[src/hdl/mtseq_pkg.sv]
// shared constants and types for the message transmit sequencer
package mtseq_pkg;
	// wishbone byte addresses
	localparam logic [3:0] MTSEQ_ADDR_CTRL = 4'h0;
	localparam logic [3:0] MTSEQ_ADDR_STATUS = 4'h4;
	localparam logic [3:0] MTSEQ_ADDR_DEST = 4'h8;
	// control register fields
	localparam int MTSEQ_CTRL_SEND = 0;
	localparam int MTSEQ_CTRL_ABORT = 1;
	localparam int MTSEQ_CTRL_CLRST = 2;
	localparam int MTSEQ_CTRL_PATHB = 3;
	localparam int MTSEQ_CTRL_LOOP = 4;
	// status register fields
	localparam int MTSEQ_ST_PARITY = 7;
	localparam int MTSEQ_ST_CARR_A = 6;
	localparam int MTSEQ_ST_CARR_B = 5;
	localparam int MTSEQ_ST_ABORT = 4;
	localparam int MTSEQ_ST_ARBZ = 3;
	localparam int MTSEQ_ST_NACK = 2;
	localparam int MTSEQ_ST_ACK = 1;
	localparam int MTSEQ_ST_BUSY = 0;
	localparam int MTSEQ_ST_ATTN = 8;
	localparam int MTSEQ_ST_ACTIVE = 9;
	localparam int MTSEQ_ST_WAIT = 10;
	// reset values
	localparam logic [7:0] MTSEQ_STATUS_RST = 8'h00;
	localparam logic [7:0] MTSEQ_DEST_RST = 8'h00;
	// framing table
	localparam logic [7:0] MTSEQ_BITSYNC_BYTE = 8'h55;
	localparam logic [7:0] MTSEQ_SYNC_CHAR = 8'h96;
	localparam logic [7:0] MTSEQ_TRAILER_BYTE = 8'h55;
	localparam logic [7:0] MTSEQ_BITSYNC_N = 8'h04;
	localparam logic [7:0] MTSEQ_TRAILER_N = 8'h04;
	localparam logic [7:0] MTSEQ_CRC_LAST = 8'h03;
	// timing
	localparam int MTSEQ_CLK_MHZ = 250;
	localparam logic [7:0] MTSEQ_BYTE_CYCLES = 8'h08;
	localparam int MTSEQ_RESPONSE_TIMEOUT_NS = 3660;
	localparam int MTSEQ_RESPONSE_TIMEOUT_CYC = (MTSEQ_RESPONSE_TIMEOUT_NS * MTSEQ_CLK_MHZ) / 1000;
	localparam logic [11:0] MTSEQ_RESPONSE_TIMEOUT_MAX = 12'(MTSEQ_RESPONSE_TIMEOUT_CYC);
	// first and second sequencer states
	typedef enum logic [2:0] {MX_A, MX_B, MX_C, MX_D, MX_E, MX_F} mtseq_mx1_e;
	typedef enum logic [2:0] {MX_G, MX_H, MX_I, MX_J, MX_K, MX_L, MX_M} mtseq_mx2_e;
	// stored control fields
	typedef struct packed {
		logic loop;
		logic path_b;
	} mtseq_ctrl_s;
endpackage

[src/hdl/mtseq_top.sv]
// message transmit sequencer with wishbone register port
// Function
// - initialization pulses tx init, resets logic, first sequencer idle A
// - send command in idle sets active flag and enters arbitration B
// - B waits for arbitration won, then goes to C
// - C sends bit sync bytes and sync char, then D on counter done
// - D enables CRC unless looping, starts second sequencer, goes E
// - first sequencer holds in E; parity fault sends it to F
// - F resets second sequencer, raises attention, returns to A
// - second sequencer G to H on D, then I latches destination byte
// - J sends body; drained goes to K, or L when looping
// - K sends CRC bytes, last one moves to L
// - L sends trailer bytes, counter done moves to M
// - M raises wait flag; receiver clear or final ends transfer
// - abort command sets status 4, two flops later resets sequencers
// - header timeout from receiver resets the transmit sequence
// - preamble gate drives sync/trailer bytes; packet gate disables it
// - bus connect passes body, isolates during CRC, reconnects in L
// - message drives selected path from C until trailer done
// - response transmit drives last receive path from start until done
// - attention on ack, nack, timeout, parity fault in E or abort
// - status 7 parity fault; 6 and 5 show carrier A and B
// - status 3 arbitration countdown zero; 0 busy or attention
// - status 2 on nack, 1 on ack, each raising attention
// - M starts response timer; 3.66 us expiry signals timeout
// - states without hold condition last exactly one clock
`timescale 1ns/100ps
module mtseq_top import mtseq_pkg::*; (
	// clock and reset
	input wire logic clk_i,
	input wire logic rst_i,
	// wishbone slave
	input wire logic cyc_i,
	input wire logic stb_i,
	input wire logic we_i,
	input wire logic [3:0] adr_i,
	input wire logic [3:0] sel_i,
	input wire logic [31:0] dat_i,
	output logic [31:0] dat_o,
	output logic ack_o,
	// arbiter and receive logic
	input wire logic bus_grant_won_i,
	input wire logic arb_count_zero_i,
	input wire logic header_timeout_i,
	input wire logic response_rx_clear_i,
	input wire logic response_rx_final_i,
	input wire logic response_done_i,
	input wire logic nack_rcvd_i,
	input wire logic parity_fault_i,
	// response transmitter
	input wire logic response_tx_start_i,
	input wire logic response_tx_done_i,
	input wire logic last_rx_path_i,
	// cable carrier pins
	input wire logic carrier_a_i,
	input wire logic carrier_b_i,
	// packet buffer and crc generator
	input wire logic [7:0] pkt_byte_i,
	input wire logic tx_buffer_drained_i,
	input wire logic [7:0] crc_byte_i,
	output logic pkt_take_o,
	output logic crc_take_o,
	output logic crc_enable_o,
	// transmit data path
	output logic [7:0] tx_byte_bus_o,
	output logic tx_byte_strobe_o,
	output logic tx_parity_o,
	output logic preamble_gate_o,
	output logic packet_byte_gate_o,
	output logic tx_bus_connect_o,
	output logic path_a_drive_o,
	output logic path_b_drive_o,
	// sequence state
	output logic tx_init_pulse_o,
	output logic tx_active_flag_o,
	output logic awaiting_response_o,
	output logic response_timeout_o,
	output logic tx_attention_o,
	output logic [7:0] tx_status_bits_o
);

	mtseq_mx1_e mx1_reg;
	mtseq_mx2_e mx2_reg;
	mtseq_ctrl_s ctrl_reg;
	logic wb_req;
	logic wr_ctrl;
	logic send_command;
	logic abort_send_command;
	logic clr_status;
	logic abort_s1_reg;
	logic tx_abort_pulse;
	logic seq_kill;
	logic response_done;
	logic [7:0] div_reg;
	logic byte_tick;
	logic [7:0] cnt_reg;
	logic preamble_tail_done;
	logic [11:0] to_cnt_reg;
	logic ca_s1_reg;
	logic ca_s2_reg;
	logic cb_s1_reg;
	logic cb_s2_reg;
	logic [7:0] dest_reg;
	logic [7:0] sticky_reg;
	logic attn_reg;
	logic attn_set;
	logic msg_drive_reg;
	logic msg_path_b_reg;
	logic rsp_drive_reg;
	logic rsp_path_b_reg;
	logic [7:0] status_full;

	// bus decode, one wait state keeps read data registered
	assign wb_req = cyc_i & stb_i & ~ack_o;
	assign wr_ctrl = wb_req & we_i & sel_i[0] & (adr_i == MTSEQ_ADDR_CTRL);
	assign send_command = wr_ctrl & dat_i[MTSEQ_CTRL_SEND];
	assign abort_send_command = wr_ctrl & dat_i[MTSEQ_CTRL_ABORT];
	assign clr_status = wr_ctrl & dat_i[MTSEQ_CTRL_CLRST];

	always_ff @(posedge clk_i) begin
		if (rst_i) begin
			ack_o <= 1'b0;
		end else begin
			ack_o <= wb_req;
		end
	end

	always_ff @(posedge clk_i) begin
		if (rst_i) begin
			dat_o <= 32'h0;
		end else if (wb_req & ~we_i) begin
			unique case (adr_i)
				MTSEQ_ADDR_CTRL: begin
					dat_o <= {27'h0, ctrl_reg.loop, ctrl_reg.path_b, 3'h0};
				end
				MTSEQ_ADDR_STATUS: begin
					dat_o <= {21'h0, awaiting_response_o, tx_active_flag_o,
						attn_reg, status_full};
				end
				MTSEQ_ADDR_DEST: begin
					dat_o <= {24'h0, dest_reg};
				end
				default: begin
					dat_o <= 32'h0;
				end
			endcase
		end
	end

	always_ff @(posedge clk_i) begin
		if (rst_i) begin
			ctrl_reg <= '0;
		end else if (wr_ctrl) begin
			ctrl_reg.path_b <= dat_i[MTSEQ_CTRL_PATHB];
			ctrl_reg.loop <= dat_i[MTSEQ_CTRL_LOOP];
		end
	end

	always_ff @(posedge clk_i) begin
		tx_init_pulse_o <= rst_i;
	end

	always_ff @(posedge clk_i) begin
		if (rst_i) begin
			abort_s1_reg <= 1'b0;
			tx_abort_pulse <= 1'b0;
		end else begin
			abort_s1_reg <= abort_send_command;
			tx_abort_pulse <= abort_s1_reg;
		end
	end

	assign seq_kill = tx_abort_pulse | header_timeout_i;
	assign response_done = response_rx_clear_i | response_rx_final_i;

	// carrier pins are asynchronous
	always_ff @(posedge clk_i) begin
		if (rst_i) begin
			ca_s1_reg <= 1'b0;
			ca_s2_reg <= 1'b0;
			cb_s1_reg <= 1'b0;
			cb_s2_reg <= 1'b0;
		end else begin
			ca_s1_reg <= carrier_a_i;
			ca_s2_reg <= ca_s1_reg;
			cb_s1_reg <= carrier_b_i;
			cb_s2_reg <= cb_s1_reg;
		end
	end

	// byte rate divider, free running
	assign byte_tick = (div_reg == MTSEQ_BYTE_CYCLES - 8'h01);
	always_ff @(posedge clk_i) begin
		if (rst_i || byte_tick) begin
			div_reg <= 8'h00;
		end else begin
			div_reg <= div_reg + 8'h01;
		end
	end

	// first sequencer
	always_ff @(posedge clk_i) begin
		if (rst_i || seq_kill) begin
			mx1_reg <= MX_A;
		end else begin
			unique case (mx1_reg)
				MX_A: begin
					if (send_command) begin
						mx1_reg <= MX_B;
					end
				end
				MX_B: begin
					if (bus_grant_won_i) begin
						mx1_reg <= MX_C;
					end
				end
				MX_C: begin
					if (preamble_tail_done) begin
						mx1_reg <= MX_D;
					end
				end
				MX_D: begin
					mx1_reg <= MX_E;
				end
				MX_E: begin
					if (parity_fault_i) begin
						mx1_reg <= MX_F;
					end else if (mx2_reg == MX_M && response_done) begin
						mx1_reg <= MX_A;
					end else if (to_cnt_reg == MTSEQ_RESPONSE_TIMEOUT_MAX) begin
						mx1_reg <= MX_A;
					end
				end
				MX_F: begin
					mx1_reg <= MX_A;
				end
			endcase
		end
	end

	// second sequencer
	always_ff @(posedge clk_i) begin
		if (rst_i || seq_kill || mx1_reg == MX_F) begin
			mx2_reg <= MX_G;
		end else begin
			unique case (mx2_reg)
				MX_G: begin
					if (mx1_reg == MX_D) begin
						mx2_reg <= MX_H;
					end
				end
				MX_H: begin
					mx2_reg <= MX_I;
				end
				MX_I: begin
					mx2_reg <= MX_J;
				end
				MX_J: begin
					if (byte_tick && tx_buffer_drained_i) begin
						mx2_reg <= ctrl_reg.loop ? MX_L : MX_K;
					end
				end
				MX_K: begin
					if (byte_tick && cnt_reg == MTSEQ_CRC_LAST) begin
						mx2_reg <= MX_L;
					end
				end
				MX_L: begin
					if (preamble_tail_done) begin
						mx2_reg <= MX_M;
					end
				end
				MX_M: begin
					if (response_done || to_cnt_reg == MTSEQ_RESPONSE_TIMEOUT_MAX) begin
						mx2_reg <= MX_G;
					end
				end
			endcase
		end
	end

	// sync/trailer and crc byte counter
	assign preamble_tail_done = byte_tick &&
		((mx1_reg == MX_C && cnt_reg == MTSEQ_BITSYNC_N) ||
		(mx2_reg == MX_L && cnt_reg == MTSEQ_TRAILER_N - 8'h01));
	always_ff @(posedge clk_i) begin
		if (rst_i || seq_kill) begin
			cnt_reg <= 8'h00;
		end else if (preamble_tail_done) begin
			cnt_reg <= 8'h00;
		end else if (mx2_reg == MX_J || mx2_reg == MX_G && mx1_reg != MX_C) begin
			cnt_reg <= 8'h00;
		end else if (mx2_reg == MX_K && byte_tick && cnt_reg == MTSEQ_CRC_LAST) begin
			cnt_reg <= 8'h00;
		end else if (byte_tick) begin
			cnt_reg <= cnt_reg + 8'h01;
		end
	end

	// byte bus, one byte per divider tick
	always_ff @(posedge clk_i) begin
		if (rst_i) begin
			tx_byte_bus_o <= 8'h00;
			tx_byte_strobe_o <= 1'b0;
		end else begin
			tx_byte_strobe_o <= 1'b0;
			if (byte_tick) begin
				if (mx1_reg == MX_C) begin
					tx_byte_bus_o <= (cnt_reg == MTSEQ_BITSYNC_N) ?
						MTSEQ_SYNC_CHAR : MTSEQ_BITSYNC_BYTE;
					tx_byte_strobe_o <= 1'b1;
				end else if (mx2_reg == MX_J && !tx_buffer_drained_i) begin
					tx_byte_bus_o <= pkt_byte_i;
					tx_byte_strobe_o <= 1'b1;
				end else if (mx2_reg == MX_K) begin
					tx_byte_bus_o <= crc_byte_i;
					tx_byte_strobe_o <= 1'b1;
				end else if (mx2_reg == MX_L) begin
					tx_byte_bus_o <= MTSEQ_TRAILER_BYTE;
					tx_byte_strobe_o <= 1'b1;
				end
			end
		end
	end

	assign pkt_take_o = byte_tick & (mx2_reg == MX_J) & ~tx_buffer_drained_i;
	assign crc_take_o = byte_tick & (mx2_reg == MX_K);

	always_ff @(posedge clk_i) begin
		if (rst_i || seq_kill) begin
			preamble_gate_o <= 1'b0;
			packet_byte_gate_o <= 1'b0;
		end else begin
			packet_byte_gate_o <= (mx2_reg == MX_J);
			preamble_gate_o <= (mx2_reg != MX_J) &&
				(mx1_reg == MX_C || mx2_reg == MX_L);
		end
	end
	assign tx_parity_o = packet_byte_gate_o & ~(^tx_byte_bus_o);

	always_ff @(posedge clk_i) begin
		if (rst_i) begin
			tx_bus_connect_o <= 1'b1;
		end else if (mx2_reg == MX_L) begin
			tx_bus_connect_o <= 1'b1;
		end else if (mx2_reg == MX_J && tx_buffer_drained_i) begin
			tx_bus_connect_o <= 1'b0;
		end
	end

	// crc enable in D unless looping, held until trailer state L
	always_ff @(posedge clk_i) begin
		if (rst_i || seq_kill || mx2_reg == MX_L || mx2_reg == MX_G && mx1_reg != MX_D) begin
			crc_enable_o <= 1'b0;
		end else if (mx1_reg == MX_D && !ctrl_reg.loop) begin
			crc_enable_o <= 1'b1;
		end
	end

	always_ff @(posedge clk_i) begin
		if (rst_i) begin
			dest_reg <= MTSEQ_DEST_RST;
		end else if (mx2_reg == MX_I) begin
			dest_reg <= pkt_byte_i;
		end
	end

	always_ff @(posedge clk_i) begin
		if (rst_i || seq_kill || mx1_reg == MX_F) begin
			tx_active_flag_o <= 1'b0;
		end else if (mx1_reg == MX_A && send_command) begin
			tx_active_flag_o <= 1'b1;
		end else if (mx2_reg == MX_M && response_done) begin
			tx_active_flag_o <= 1'b0;
		end else if (mx2_reg == MX_M && to_cnt_reg == MTSEQ_RESPONSE_TIMEOUT_MAX) begin
			tx_active_flag_o <= 1'b0;
		end
	end

	assign awaiting_response_o = (mx2_reg == MX_M);

	always_ff @(posedge clk_i) begin
		if (rst_i || mx2_reg != MX_M) begin
			to_cnt_reg <= 12'h000;
		end else if (to_cnt_reg != MTSEQ_RESPONSE_TIMEOUT_MAX) begin
			to_cnt_reg <= to_cnt_reg + 12'h001;
		end
	end
	assign response_timeout_o = (mx2_reg == MX_M) & (to_cnt_reg == MTSEQ_RESPONSE_TIMEOUT_MAX) &
		~response_done;

	always_ff @(posedge clk_i) begin
		if (rst_i || seq_kill || mx1_reg == MX_F) begin
			msg_drive_reg <= 1'b0;
			msg_path_b_reg <= 1'b0;
		end else if (mx1_reg == MX_B && bus_grant_won_i) begin
			msg_drive_reg <= 1'b1;
			msg_path_b_reg <= ctrl_reg.path_b;
		end else if (mx2_reg == MX_L && preamble_tail_done) begin
			msg_drive_reg <= 1'b0;
		end
	end

	always_ff @(posedge clk_i) begin
		if (rst_i) begin
			rsp_drive_reg <= 1'b0;
			rsp_path_b_reg <= 1'b0;
		end else if (response_tx_start_i) begin
			rsp_drive_reg <= 1'b1;
			rsp_path_b_reg <= last_rx_path_i;
		end else if (response_tx_done_i) begin
			rsp_drive_reg <= 1'b0;
		end
	end
	assign path_a_drive_o = (msg_drive_reg & ~msg_path_b_reg) |
		(rsp_drive_reg & ~rsp_path_b_reg);
	assign path_b_drive_o = (msg_drive_reg & msg_path_b_reg) |
		(rsp_drive_reg & rsp_path_b_reg);

	assign attn_set = response_done_i | nack_rcvd_i | response_timeout_o |
		(mx1_reg == MX_F) | abort_send_command;
	always_ff @(posedge clk_i) begin
		if (rst_i) begin
			attn_reg <= 1'b0;
		end else if (attn_set) begin
			attn_reg <= 1'b1;
		end else if (clr_status) begin
			attn_reg <= 1'b0;
		end
	end
	assign tx_attention_o = attn_reg;

	// sticky status, set wins over the clear
	always_ff @(posedge clk_i) begin
		if (rst_i) begin
			sticky_reg <= MTSEQ_STATUS_RST;
		end else begin
			if (parity_fault_i && tx_active_flag_o) begin
				sticky_reg[MTSEQ_ST_PARITY] <= 1'b1;
			end else if (clr_status) begin
				sticky_reg[MTSEQ_ST_PARITY] <= 1'b0;
			end
			if (abort_send_command) begin
				sticky_reg[MTSEQ_ST_ABORT] <= 1'b1;
			end else if (clr_status) begin
				sticky_reg[MTSEQ_ST_ABORT] <= 1'b0;
			end
			if (arb_count_zero_i) begin
				sticky_reg[MTSEQ_ST_ARBZ] <= 1'b1;
			end else if (clr_status) begin
				sticky_reg[MTSEQ_ST_ARBZ] <= 1'b0;
			end
			if (nack_rcvd_i) begin
				sticky_reg[MTSEQ_ST_NACK] <= 1'b1;
			end else if (clr_status) begin
				sticky_reg[MTSEQ_ST_NACK] <= 1'b0;
			end
			if (response_done_i) begin
				sticky_reg[MTSEQ_ST_ACK] <= 1'b1;
			end else if (clr_status) begin
				sticky_reg[MTSEQ_ST_ACK] <= 1'b0;
			end
		end
	end

	always_comb begin
		status_full = sticky_reg;
		status_full[MTSEQ_ST_CARR_A] = ca_s2_reg;
		status_full[MTSEQ_ST_CARR_B] = cb_s2_reg;
		status_full[MTSEQ_ST_BUSY] = tx_active_flag_o | attn_reg;
	end
	assign tx_status_bits_o = status_full;

endmodule

[config.mk]
export PLATFORM = sky130hd
export DESIGN_NAME = mtseq_top
export DESIGN_NICKNAME = d
export VERILOG_FILES = /design/src/hdl/mtseq_pkg.sv /design/src/hdl/mtseq_top.sv
export SDC_FILE = /design/constraint.sdc
export NUM_CORES = 1
export LEC_CHECK = 0
export ABC_AREA = 0
export BUFFER_PORTS_ARGS = -buffer_cell sky130_fd_sc_hd__buf_2
export CAP_MARGIN = 20
export CORE_AREA = 3 3 70 121
export CTS_CLUSTER_DIAMETER = 120
export CTS_CLUSTER_SIZE = 25
export DETAILED_ROUTE_END_ITERATION = 7
export DIE_AREA = 0 0 73 124
export GPL_TIMING_DRIVEN = 0
export PLACE_DENSITY_LB_ADDON = 0.08
export SLEW_MARGIN = 20
export SYNTH_ARGS = -nofsm -noshare
export SYNTH_HDL_FRONTEND = slang
export SYNTH_SLANG_ARGS = --single-unit
[constraint.sdc]
create_clock -name clk_i -period 5.1 [get_ports clk_i]
set_clock_uncertainty 0.1 [all_clocks]
set_input_delay 0 -clock clk_i [delete_from_list [all_inputs] [get_ports clk_i]]
set_output_delay 0 -clock clk_i [all_outputs]
set_load 0.01 [all_outputs]
**Word-level counts from Yosys, hierarchy flattened**

Cells that the tools add are included.

- Equal/unequal tests: 31
- Add/sub/neg operators: 3
- Bitwise logic cells: 36
- Reductions and logical operators: 51
- Multiplexer cells: 38

Operators with widths:

| cell | number |
|---|---|
| two-way mux 8 bit | 5 |
| two-way mux 3 bit | 11 |
| one-hot mux 11 bit (3 select lines) | 1 |
| one-hot mux 3 bit (7 select lines) | 1 |
| AND 1 bit | 19 |
| logical AND 1 bit | 19 |
| two-way mux 1 bit | 19 |
| one-hot mux 3 bit (6 select lines) | 1 |
| adder 8 x 1 -> 8 bit (second input constant) | 2 |
| == test 8 x 3 -> 1 bit (second input constant) | 2 |
| nonzero test 2 bit | 8 |
| == test 3 bit (second input constant) | 5 |
| adder 12 x 1 -> 12 bit (second input constant) | 1 |
| == test 12 x 10 -> 1 bit (second input constant) | 1 |
| == test 3 x 2 -> 1 bit (second input constant) | 4 |
| inequality test 12 x 10 -> 1 bit (second input constant) | 1 |
| inequality test 2 bit (second input constant) | 6 |
| logical OR 1 bit | 10 |
| inequality test 3 x 2 -> 1 bit (second input constant) | 3 |
| bitwise OR 1 bit | 9 |
| == test 8 x 2 -> 1 bit (second input constant) | 1 |
| inverter 1 bit | 8 |
| XOR reduction 8 bit | 1 |
| == test 3 x 1 -> 1 bit (second input constant) | 2 |
| 15 further kinds | 19 |

- Output and inout bits: 64
- Input port bits: 75
- Bits in registers: 108

**Logic depth before layout (Yosys ltp)**

Gate-level depths: netlist of the first run.

- Depth in word-level cells: 8
- Depth in mapped cells: 7

**Worst setup path before layout of the first run**

OpenSTA, ideal clock, no wires.

- Path type: register -> register
- From: reg cnt_reg[0]
- To: reg mx2_reg[0]
- Required time: 4.876 ns
- Stages on the path, launching flop included: 7
- Data arrival time: 1.562 ns
- Path slack: 3.314 ns
- Clock period less this slack: 1.786 ns
- Cell sequence: dfxtp_1 ha_1 nor4bb_1 a32oi_1 nor4b_1 nand4b_1 a21oi_1

- Word-level cells in the longest chain between the ends: 6

Ends and longest elaborated chain:

| item | RTL line | RTL |
|---|---|---|
| from (decl) | mtseq_top.sv:96 | `logic [7:0] cnt_reg;` |
| from (signal assigned) | mtseq_top.sv:296 | `cnt_reg <= cnt_reg + 8'h01;` |
| == test 8 x 3 -> 1 bit or == test 8 x 2 -> 1 bit (tied branches) | mtseq_top.sv:284, mtseq_top.sv:264, mtseq_top.sv:285 |  |
| logical AND 1 bit, on equally long branches | mtseq_top.sv:284, mtseq_top.sv:285 |  |
| logical OR 1 bit | mtseq_top.sv:284 | `((mx1_reg == MX_C && cnt_reg == MTSEQ_BITSYNC_N) \|\|` |
| logical AND 1 bit | mtseq_top.sv:283 | `assign preamble_tail_done = byte_tick &&` |
| inequality test 2 bit (no source line) | n/a |  |
| AND reduction 5 bit (no source line) (*) | n/a |  |
| to (signal assigned) | mtseq_top.sv:260 | `mx2_reg <= ctrl_reg.loop ? MX_L : MX_K;` |
| to (decl) | mtseq_top.sv:83 | `mtseq_mx2_e mx2_reg;` |

Every way passes the cells marked *; elsewhere a longest branch is shown, timed or not.
A chain may end at the register's enable or synchronous reset.

**Worst setup path after layout of the first run**

- From: reg to_cnt_reg[0]
- To: reg tx_active_flag_o

- Word-level cells in the longest chain between the ends: 3

Ends and longest elaborated chain:

| item | RTL line | RTL |
|---|---|---|
| from (decl) | mtseq_top.sv:98 | `logic [11:0] to_cnt_reg;` |
| from (signal assigned) | mtseq_top.sv:386 | `to_cnt_reg <= to_cnt_reg + 12'h001;` |
| == test 12 x 10 -> 1 bit | mtseq_top.sv:375 | `end else if (mx2_reg == MX_M && to_cnt_reg == MTSEQ_RESPONSE_TIMEOUT_MAX) begin` |
| logical AND 1 bit | mtseq_top.sv:375 |  |
| nonzero test 3 bit (no source line) | n/a |  |
| to (signal assigned) | mtseq_top.sv:372 | `tx_active_flag_o <= 1'b1;` |
| to (signal assigned) | mtseq_top.sv:374 | `tx_active_flag_o <= 1'b0;` |
| to (signal assigned) | mtseq_top.sv:376 | `tx_active_flag_o <= 1'b0;` |
| to (decl) | mtseq_top.sv:75 | `output logic tx_active_flag_o,` |

No other way between the ends.

==> flow_summary_export.csv, run 1 <==
group,metric,value,unit
sta,fin_crit,2.24,ns
logic_synthesis,synth_edf_count,0,
finish,largest_register_ffs,12,
global_route,overflow,0,
detailed_routing,via_per_inst,5.37,
die,io_pins,139,
cts,clock_path_buffers,2,
die,die_w,73,microns
sta,post-route-period-util,0.439,
worst_hold_path,worstHoldStart,"stb_i",
cts,insertion_delay,0.33,ns
sta,holdWs,0.00603,ns
global_route,grt_max_degree,15,
finish,fillers,642,
logic_synthesis,synth_mux_area_frac,0.0376,
cts,clockRootBuffer,"clkbuf_16",
sta,finalSetupTns,0,ns
power,pwr-share-comb,0.076,
sta,tightest_slew,0.708,ns
logic_synthesis,synth_compound_area_frac,0.114,
global_route,grt_pass1_wl,17000,microns
setup_path,path_max_fanout,4,
power,p_sw_frac,0.221,
detailed_routing,wl_per_cell,15.4,microns
cts,cts_setup_buffers,0,
logic_synthesis,synth_top_cell_area_share,0.432,
power,ir_drop,0.000217,V
finish,mostFrequentLayoutCells,"95 x buf_2, 87 x dfxtp_1, 75 x nor2_1",
finish,num_antenna_cells,0,
logic_synthesis,synthAdderAreaFrac,0.0124,
logic_synthesis,ys.flop_type,"dfxtp_1",
logic_synthesis,synth_top_cell_by_area,"dfxtp_1",
detailed_routing,vias,3746,
detailed_routing,drtAntennaViolNets,0,
logic_synthesis,synthTopCellsByArea,"dfxtp_1 43%, nor2_1 7.0%, buf_4 4.3%",
logic_synthesis,synthSimpleGateAreaFrac,0.257,
cts,cts_tree,"done",
logic_synthesis,synthCells,454,
power,seq_power_share,0.480,
logic_synthesis,synth_seq_cells,87,
cts,clk_pin_slew,0.06,ns
logic_synthesis,syn_avg_cell_area,8.87,sq um
logic_synthesis,yosysWarnings,0,
setup_path,cpPeakStageDelay,0.57,ns
detailed_routing,drt_wl_total,10700,microns
power,netSwitchingPower,0.321,mW
die,initial_core_util,0.529,
sta,finalMaxSlewViolations,0,
setup_path,cp-end-kind,"flop",
global_route,grt_pass1_vias,3624,
setup_path,cp.arrival,2.35,ns
detailed_routing,drtIter0Drc,141,
detailed_routing,drcViolationCount,0,
sta,hold_violations,0,
finish,seqCellArea,1740,sq um
setup_path,crit_path_cell_trace,"ha_1 > and4b_1 > and4_1 > nor3_1 > o21ai_0 > a21oi_1 > dlygate4sd3_1",
detailed_routing,drtPass1Iterations,4,
setup_path,worstPathRequired,5.21,ns
finish,layout.nets,683,
setup_path,cp-start-kind,"flop",
placement,gp_congestion,0.924,
die,core_area,7620,sq um
finish,area_delta_synth_final,30.9,%
cts,cts.sinks,87,
die,num_rows,42,
sta,rsz0062_at_grt,"no",
worst_hold_path,hold_path.class,"in2reg",
sta,setup_violations,0,
logic_synthesis,yosysUniqueCellTypes,62,
finish,final_common_cell,"buf_2",
sta,relSlewSlack,0.527,
setup_path,slowest_stage,"dlygate4sd3_1",
logic_synthesis,synth-async-reset-ratio,0,
setup_path,startpoint,"to_cnt_reg[0]",
setup_path,crit_family,"simple AND/OR/NAND/NOR gates",
flow_run,max-cap-violations,0,
setup_path,r2r_start,"to_cnt_reg[0]",
logic_synthesis,syn_area,4030,sq um
die,die-area,9050,sq um
placement,dp_hpwl,7970,microns
cts,numCtsBuffers,9,
sta,max_freq,0.447,GHz
global_route,track_usage,0.243,
power,power.total,1.45,mW
logic_synthesis,synth-seq-area-share,0.432,
setup_path,critPathKind,"reg2reg",
finish,multi_input_area,2050,sq um
logic_synthesis,synth_top_family_by_area,"simple AND/OR/NAND/NOR gates",
power,clkPwrFrac,0.444,
global_route,grt_antenna_before_repair,0,
cts,htree_levels,3,
finish,drive_gt1_frac,0.241,
setup_path,reg2reg_setup_slack,2.86,ns
outcome,outcome,"finished, final reports clean",
power,leakage,2.22,nW
logic_synthesis,synth_xor_area_frac,0.0696,
setup_path,path_buf_inv,1,
power,internal-power,1.13,mW
power,power_density,276,nW/um^2
die,die_h,124,microns
placement,port_buffers,87,
[tightest hold or removal path, delay by kind of cell]
family                 cells  cell delay [ns]
AND/OR/NAND/NOR            2             0.28
buffers and inverters      1             0.10
[layer usage]
metal / GRT usage / wire length (microns) / share of wire / vias up
met5: 0 / 0 / 0 / -
met4: 0.0785 / 201 / 0.019 / 0
met2: 0.460 / 5900 / 0.55 / 101
met1: 0.264 / 4240 / 0.39 / 1770
li1: - / - / - / 1856
met3: 0.0412 / 401 / 0.037 / 19
[cells in the mapped netlist (all sizes together), types with 2 or more instances]
library cell	number
nand3b	4
o21ai	4
nor3b	4
xor2	14
ha	4
nor2b	7
nand4	5
inv	9
nor3	25
a211oi	6
nand2	26
a21oi	20
o221ai	2
a22o	3
nor2	75
buf	33
or3	4
and4	3
o22ai	3
and3	9
and3b	2
a311oi	2
and2	2
mux2i	14
nand2b	5
a22oi	4
a31oi	3
or4	2
nand3	11
xnor2	18
nor4b	4
a221oi	9
dfxtp	87
or2	3
a21o	2
clkbuf	10
[cell type report]
class | instances | area share
Sequential cell | 87 | 0.330
Clock buffer | 13 | 0.0531
Buffer | 43 | 0.0517
Inverter | 9 | 0.00641
Tap cell | 88 | 0.0209
Multi-Input combinational cell | 335 | 0.390
Clock inverter | 3 | 0.00474
Timing Repair Buffer | 119 | 0.143
[worst paths after layout]
path | depth (start not counted) | to
worst min register to register | 1 | cb_s2_reg
worst max-delay path | 7 | tx_active_flag_o
worst max register to register | 7 | tx_active_flag_o
worst min-delay path | 3 | ack_o
[what timing repair did]
item / 4_1_cts / 5_1_grt
hold buffers: 32 / 0
endpoints found under the hold margin: 34 / 0
gates resized for setup: 0 / 0
[power groups by stage]
stage               combinational [mW]  clock [mW]  sequential, mW
floorplan                       0.0497           0           0.714
global placement                0.0906           0           0.713
detailed placement              0.0911           0           0.713
CTS                              0.110       0.655           0.698
global route                     0.121       0.684           0.699
finish                           0.111       0.646           0.698
[through the flow]
step	cell area, sq um	instances	setup WS, ns	util
6_report	5270	697	2.86	0.692
5_1_grt	5270	697	2.72	0.692
4_1_cts	5270	697	2.87	0.692
3_5_place_dp	4650	649	2.95	0.610
3_3_place_gp	4650	649	3.00	0.610
2_1_floorplan	4100	474	3.31	-
[kinds of logic (layout without fill, tap and decap cells)]
group	after synthesis	in the layout
AOI/OAI and AO/OA	65	65
xor gates and xnor gates	32	32
adders and majority gates	4	4
buffers and inverters	52	187
DFF	87	87
muxes	15	15
other	1	21
and+or+nand+nor	198	198
(Power assumes the default switching activity.)
==> inputs of run 2 (changes only) <==
--- a/config.mk
+++ b/config.mk
@@ -8,11 +8,11 @@
 export ABC_AREA = 0
 export BUFFER_PORTS_ARGS = -buffer_cell sky130_fd_sc_hd__buf_2
 export CAP_MARGIN = 20
-export CORE_AREA = 3 3 70 121
+export CORE_AREA = 3 3 76 132
 export CTS_CLUSTER_DIAMETER = 120
 export CTS_CLUSTER_SIZE = 25
 export DETAILED_ROUTE_END_ITERATION = 7
-export DIE_AREA = 0 0 73 124
+export DIE_AREA = 0 0 79 135
 export GPL_TIMING_DRIVEN = 0
 export PLACE_DENSITY_LB_ADDON = 0.08
 export SLEW_MARGIN = 20
==> constraint.sdc (replaced) <==
create_clock -name clk_i -period 1.8 [get_ports clk_i]
set_clock_uncertainty 0.1 [all_clocks]
set_input_delay 0 -clock clk_i [delete_from_list [all_inputs] [get_ports clk_i]]
set_output_delay 0 -clock clk_i [all_outputs]
set_load 0.01 [all_outputs]
==> run 2 against run 1 <==
  * The run now ends with negative setup slack left
  * Power rose to 2.9 times the previous value
  * Fmax increased by 21%
  * Critical path depth down 2
  * Via count decreased by 0.32%
  * Cell count up 5.9%
  * Routed wire length up 6.6%
  * Count of clock-buffer cells in the layout fell by 1
  * Non-clock buffer count up 9
==> flow_summary_export.csv, run 2 (synthesis results as in run 1) <==
group,metric,value,unit
cts,clockRootBuffer,"clkbuf_16",
cts,numCtsBuffers,9,
power,ir_drop,0.000790,V
sta,finalMaxSlewViolations,0,
detailed_routing,vias,3734,
sta,max_freq,0.541,GHz
detailed_routing,drtPass1Iterations,4,
placement,port_buffers,87,
die,num_rows,46,
power,power_density,754,nW/um^2
finish,drive_gt1_frac,0.311,
cts,cts_tree,"done",
global_route,overflow,0,
sta,fin_ws,-0.0496,ns
finish,num_antenna_cells,0,
die,die-area,10700,sq um
setup_path,cp-start-kind,"flop",
sta,setup_violations,3,
global_route,grt_max_degree,15,
die,io_pins,139,
worst_hold_path,hold_path_end,"dat_o[1]",
detailed_routing,wl_per_cell,15.5,microns
setup_path,r2r_start,"div_reg[4]",
finish,final_cells,738,
finish,largest_register_ffs,12,
outcome,violations,"negative setup slack",
placement,gp_congestion,0.859,
worst_hold_path,hold_depth,4,
setup_path,crit_family,"simple AND/OR/NAND/NOR gates",
finish,fillers,817,
setup_path,worstPathRequired,1.92,ns
placement,placed_cell_area,4690,sq um
cts,htree_levels,3,
die,core_area,9090,sq um
cts,cts.sinks,87,
sta,post-route-period-util,1.03,
setup_path,r2r_cells,5,
setup_path,slowest_stage,"nor4b_2",
flow_run,max-cap-violations,0,
global_route,track_usage,0.216,
sta,hold_violations,0,
sta,tightest_slew,0.722,ns
sta,fin_crit,1.85,ns
cts,insertion_delay,0.34,ns
finish,final_common_cell,"buf_2",
setup_path,path_max_fanout,5,
finish,stdcell_area,5660,sq um
worst_hold_path,hold_path.class,"in2reg",
setup_path,r2r_end,"mx2_reg[0]",
worst_hold_path,worstHoldStart,"we_i",
detailed_routing,drcViolationCount,0,
placement,dp_cells,681,
sta,rsz0062_at_grt,"yes",
setup_path,cp-end-kind,"flop",
global_route,grt_antenna_before_repair,0,
detailed_routing,drtAntennaViolNets,0,
cts,clock_path_buffers,2,
finish,mostFrequentLayoutCells,"92 x buf_2, 81 x dfxtp_1, 68 x nor2_1",
outcome,outcome,"finished with violations",
finish,fin_util,0.623,
sta,relSlewSlack,0.517,
setup_path,reg2reg_setup_slack,-0.05,ns
setup_path,crit_path_cell_trace,"nor3_4 > nand4_1 > nor4b_2 > nand4b_1 > a21oi_1",
die,initial_core_util,0.443,
global_route,grt_pass1_wl,17900,microns
setup_path,path_buf_inv,0,
setup_path,critPathKind,"reg2reg",
placement,dp_hpwl,8290,microns
die,die_w,79,microns
detailed_routing,drt_wl_total,11500,microns
setup_path,cp.arrival,1.97,ns
detailed_routing,drtIter0Drc,169,
setup_path,cpPeakStageDelay,0.37,ns
finish,area_delta_synth_final,40.6,%
die,die_h,135,microns
finish,layout.nets,692,
cts,clk_pin_slew,0.06,ns
power,leakage,2.29,nW
detailed_routing,via_per_inst,5.06,
global_route,grt_pass1_vias,3674,
[run 2: changes by cell type in the layout (fill, tap and decap cells not counted), moves of 4 or more]
cell / change
dfxtp_1: -6
buf_4: +9
nor2_4: +5
dfxtp_2: +4
nor2_1: -7
dlygate4sd3_1: +4
[run 2: area by class of cell]
class,count,area (sq um),area share
inverters,9,33.8,0.00597
clock buffers,12,267,0.0471
plain buffers,41,273,0.0482
clock inverters,4,51.3,0.00906
multi-input cells,335,2270,0.401
flip-flops and latches,87,1750,0.310
repair buffers,130,861,0.152
well taps,120,150,0.0265
[run 2: how the worst max path moves through the flow]
stage	end	depth (start not counted)	startpoint	slack, ns
6_report	mx2_reg[0]	5	div_reg[4]	-0.05
5_1_grt	mx2_reg[0]	6	div_reg[0]	-0.12
4_1_cts	mx2_reg[0]	6	div_reg[1]	-0.02
3_5_place_dp	tx_byte_bus_o[2]	6	div_reg[0]	-0.31
3_3_place_gp	tx_byte_bus_o[4]	6	div_reg[0]	-0.29
2_1_floorplan	mx2_reg[0]	6	cnt_reg[0]	0.01
[run 2: per-stage QoR]
step	setup WS [ns]	power [mW]	hold slack [ns]	TNS, ns
after floorplan	0.0139	2.16	-0.0723	0
after global placement	-0.293	2.28	0.0462	-3.81
after detailed placement	-0.314	2.28	0.0542	-4.19
after CTS	-0.0189	4.29	0.0275	-0.0235
after global routing	-0.122	4.40	0.0699	-0.973
final	-0.0496	4.27	0.0261	-0.0884
[run 2: power breakdown]
part | internal [mW] | leakage, nW | switching [mW] | total (mW)
clock network | 1.19 | 0.155 | 0.765 | 1.96
logic | 0.177 | 1.42 | 0.158 | 0.335
registers | 1.95 | 0.708 | 0.0235 | 1.98
[run 2: timing repair]
item | 4_1_cts | 5_1_grt
hold buffers | 35 | 1
setup buffers | 5 | 2
endpoints found under the setup margin | 28 | 28
pin swaps | 9 | 20
cloned | 0 | 0
gates resized for setup | 29 | 33
hold endpoints to repair | 38 | 6
[run 2: worst min-delay path: stages]
cell and delay (ns):
buf_2 0.11, nor2_1 0.14, nor2_1 0.12, nor3_1 0.05
[run 2: per-layer routing]
metal / up-vias / part of all wire / track usage
met3: 20 / 0.035 / 0.0314
li1: 1861 / - / -
met1: 1764 / 0.39 / 0.242
met5: - / 0 / 0
met4: 0 / 0.030 / 0.0966
met2: 89 / 0.54 / 0.395
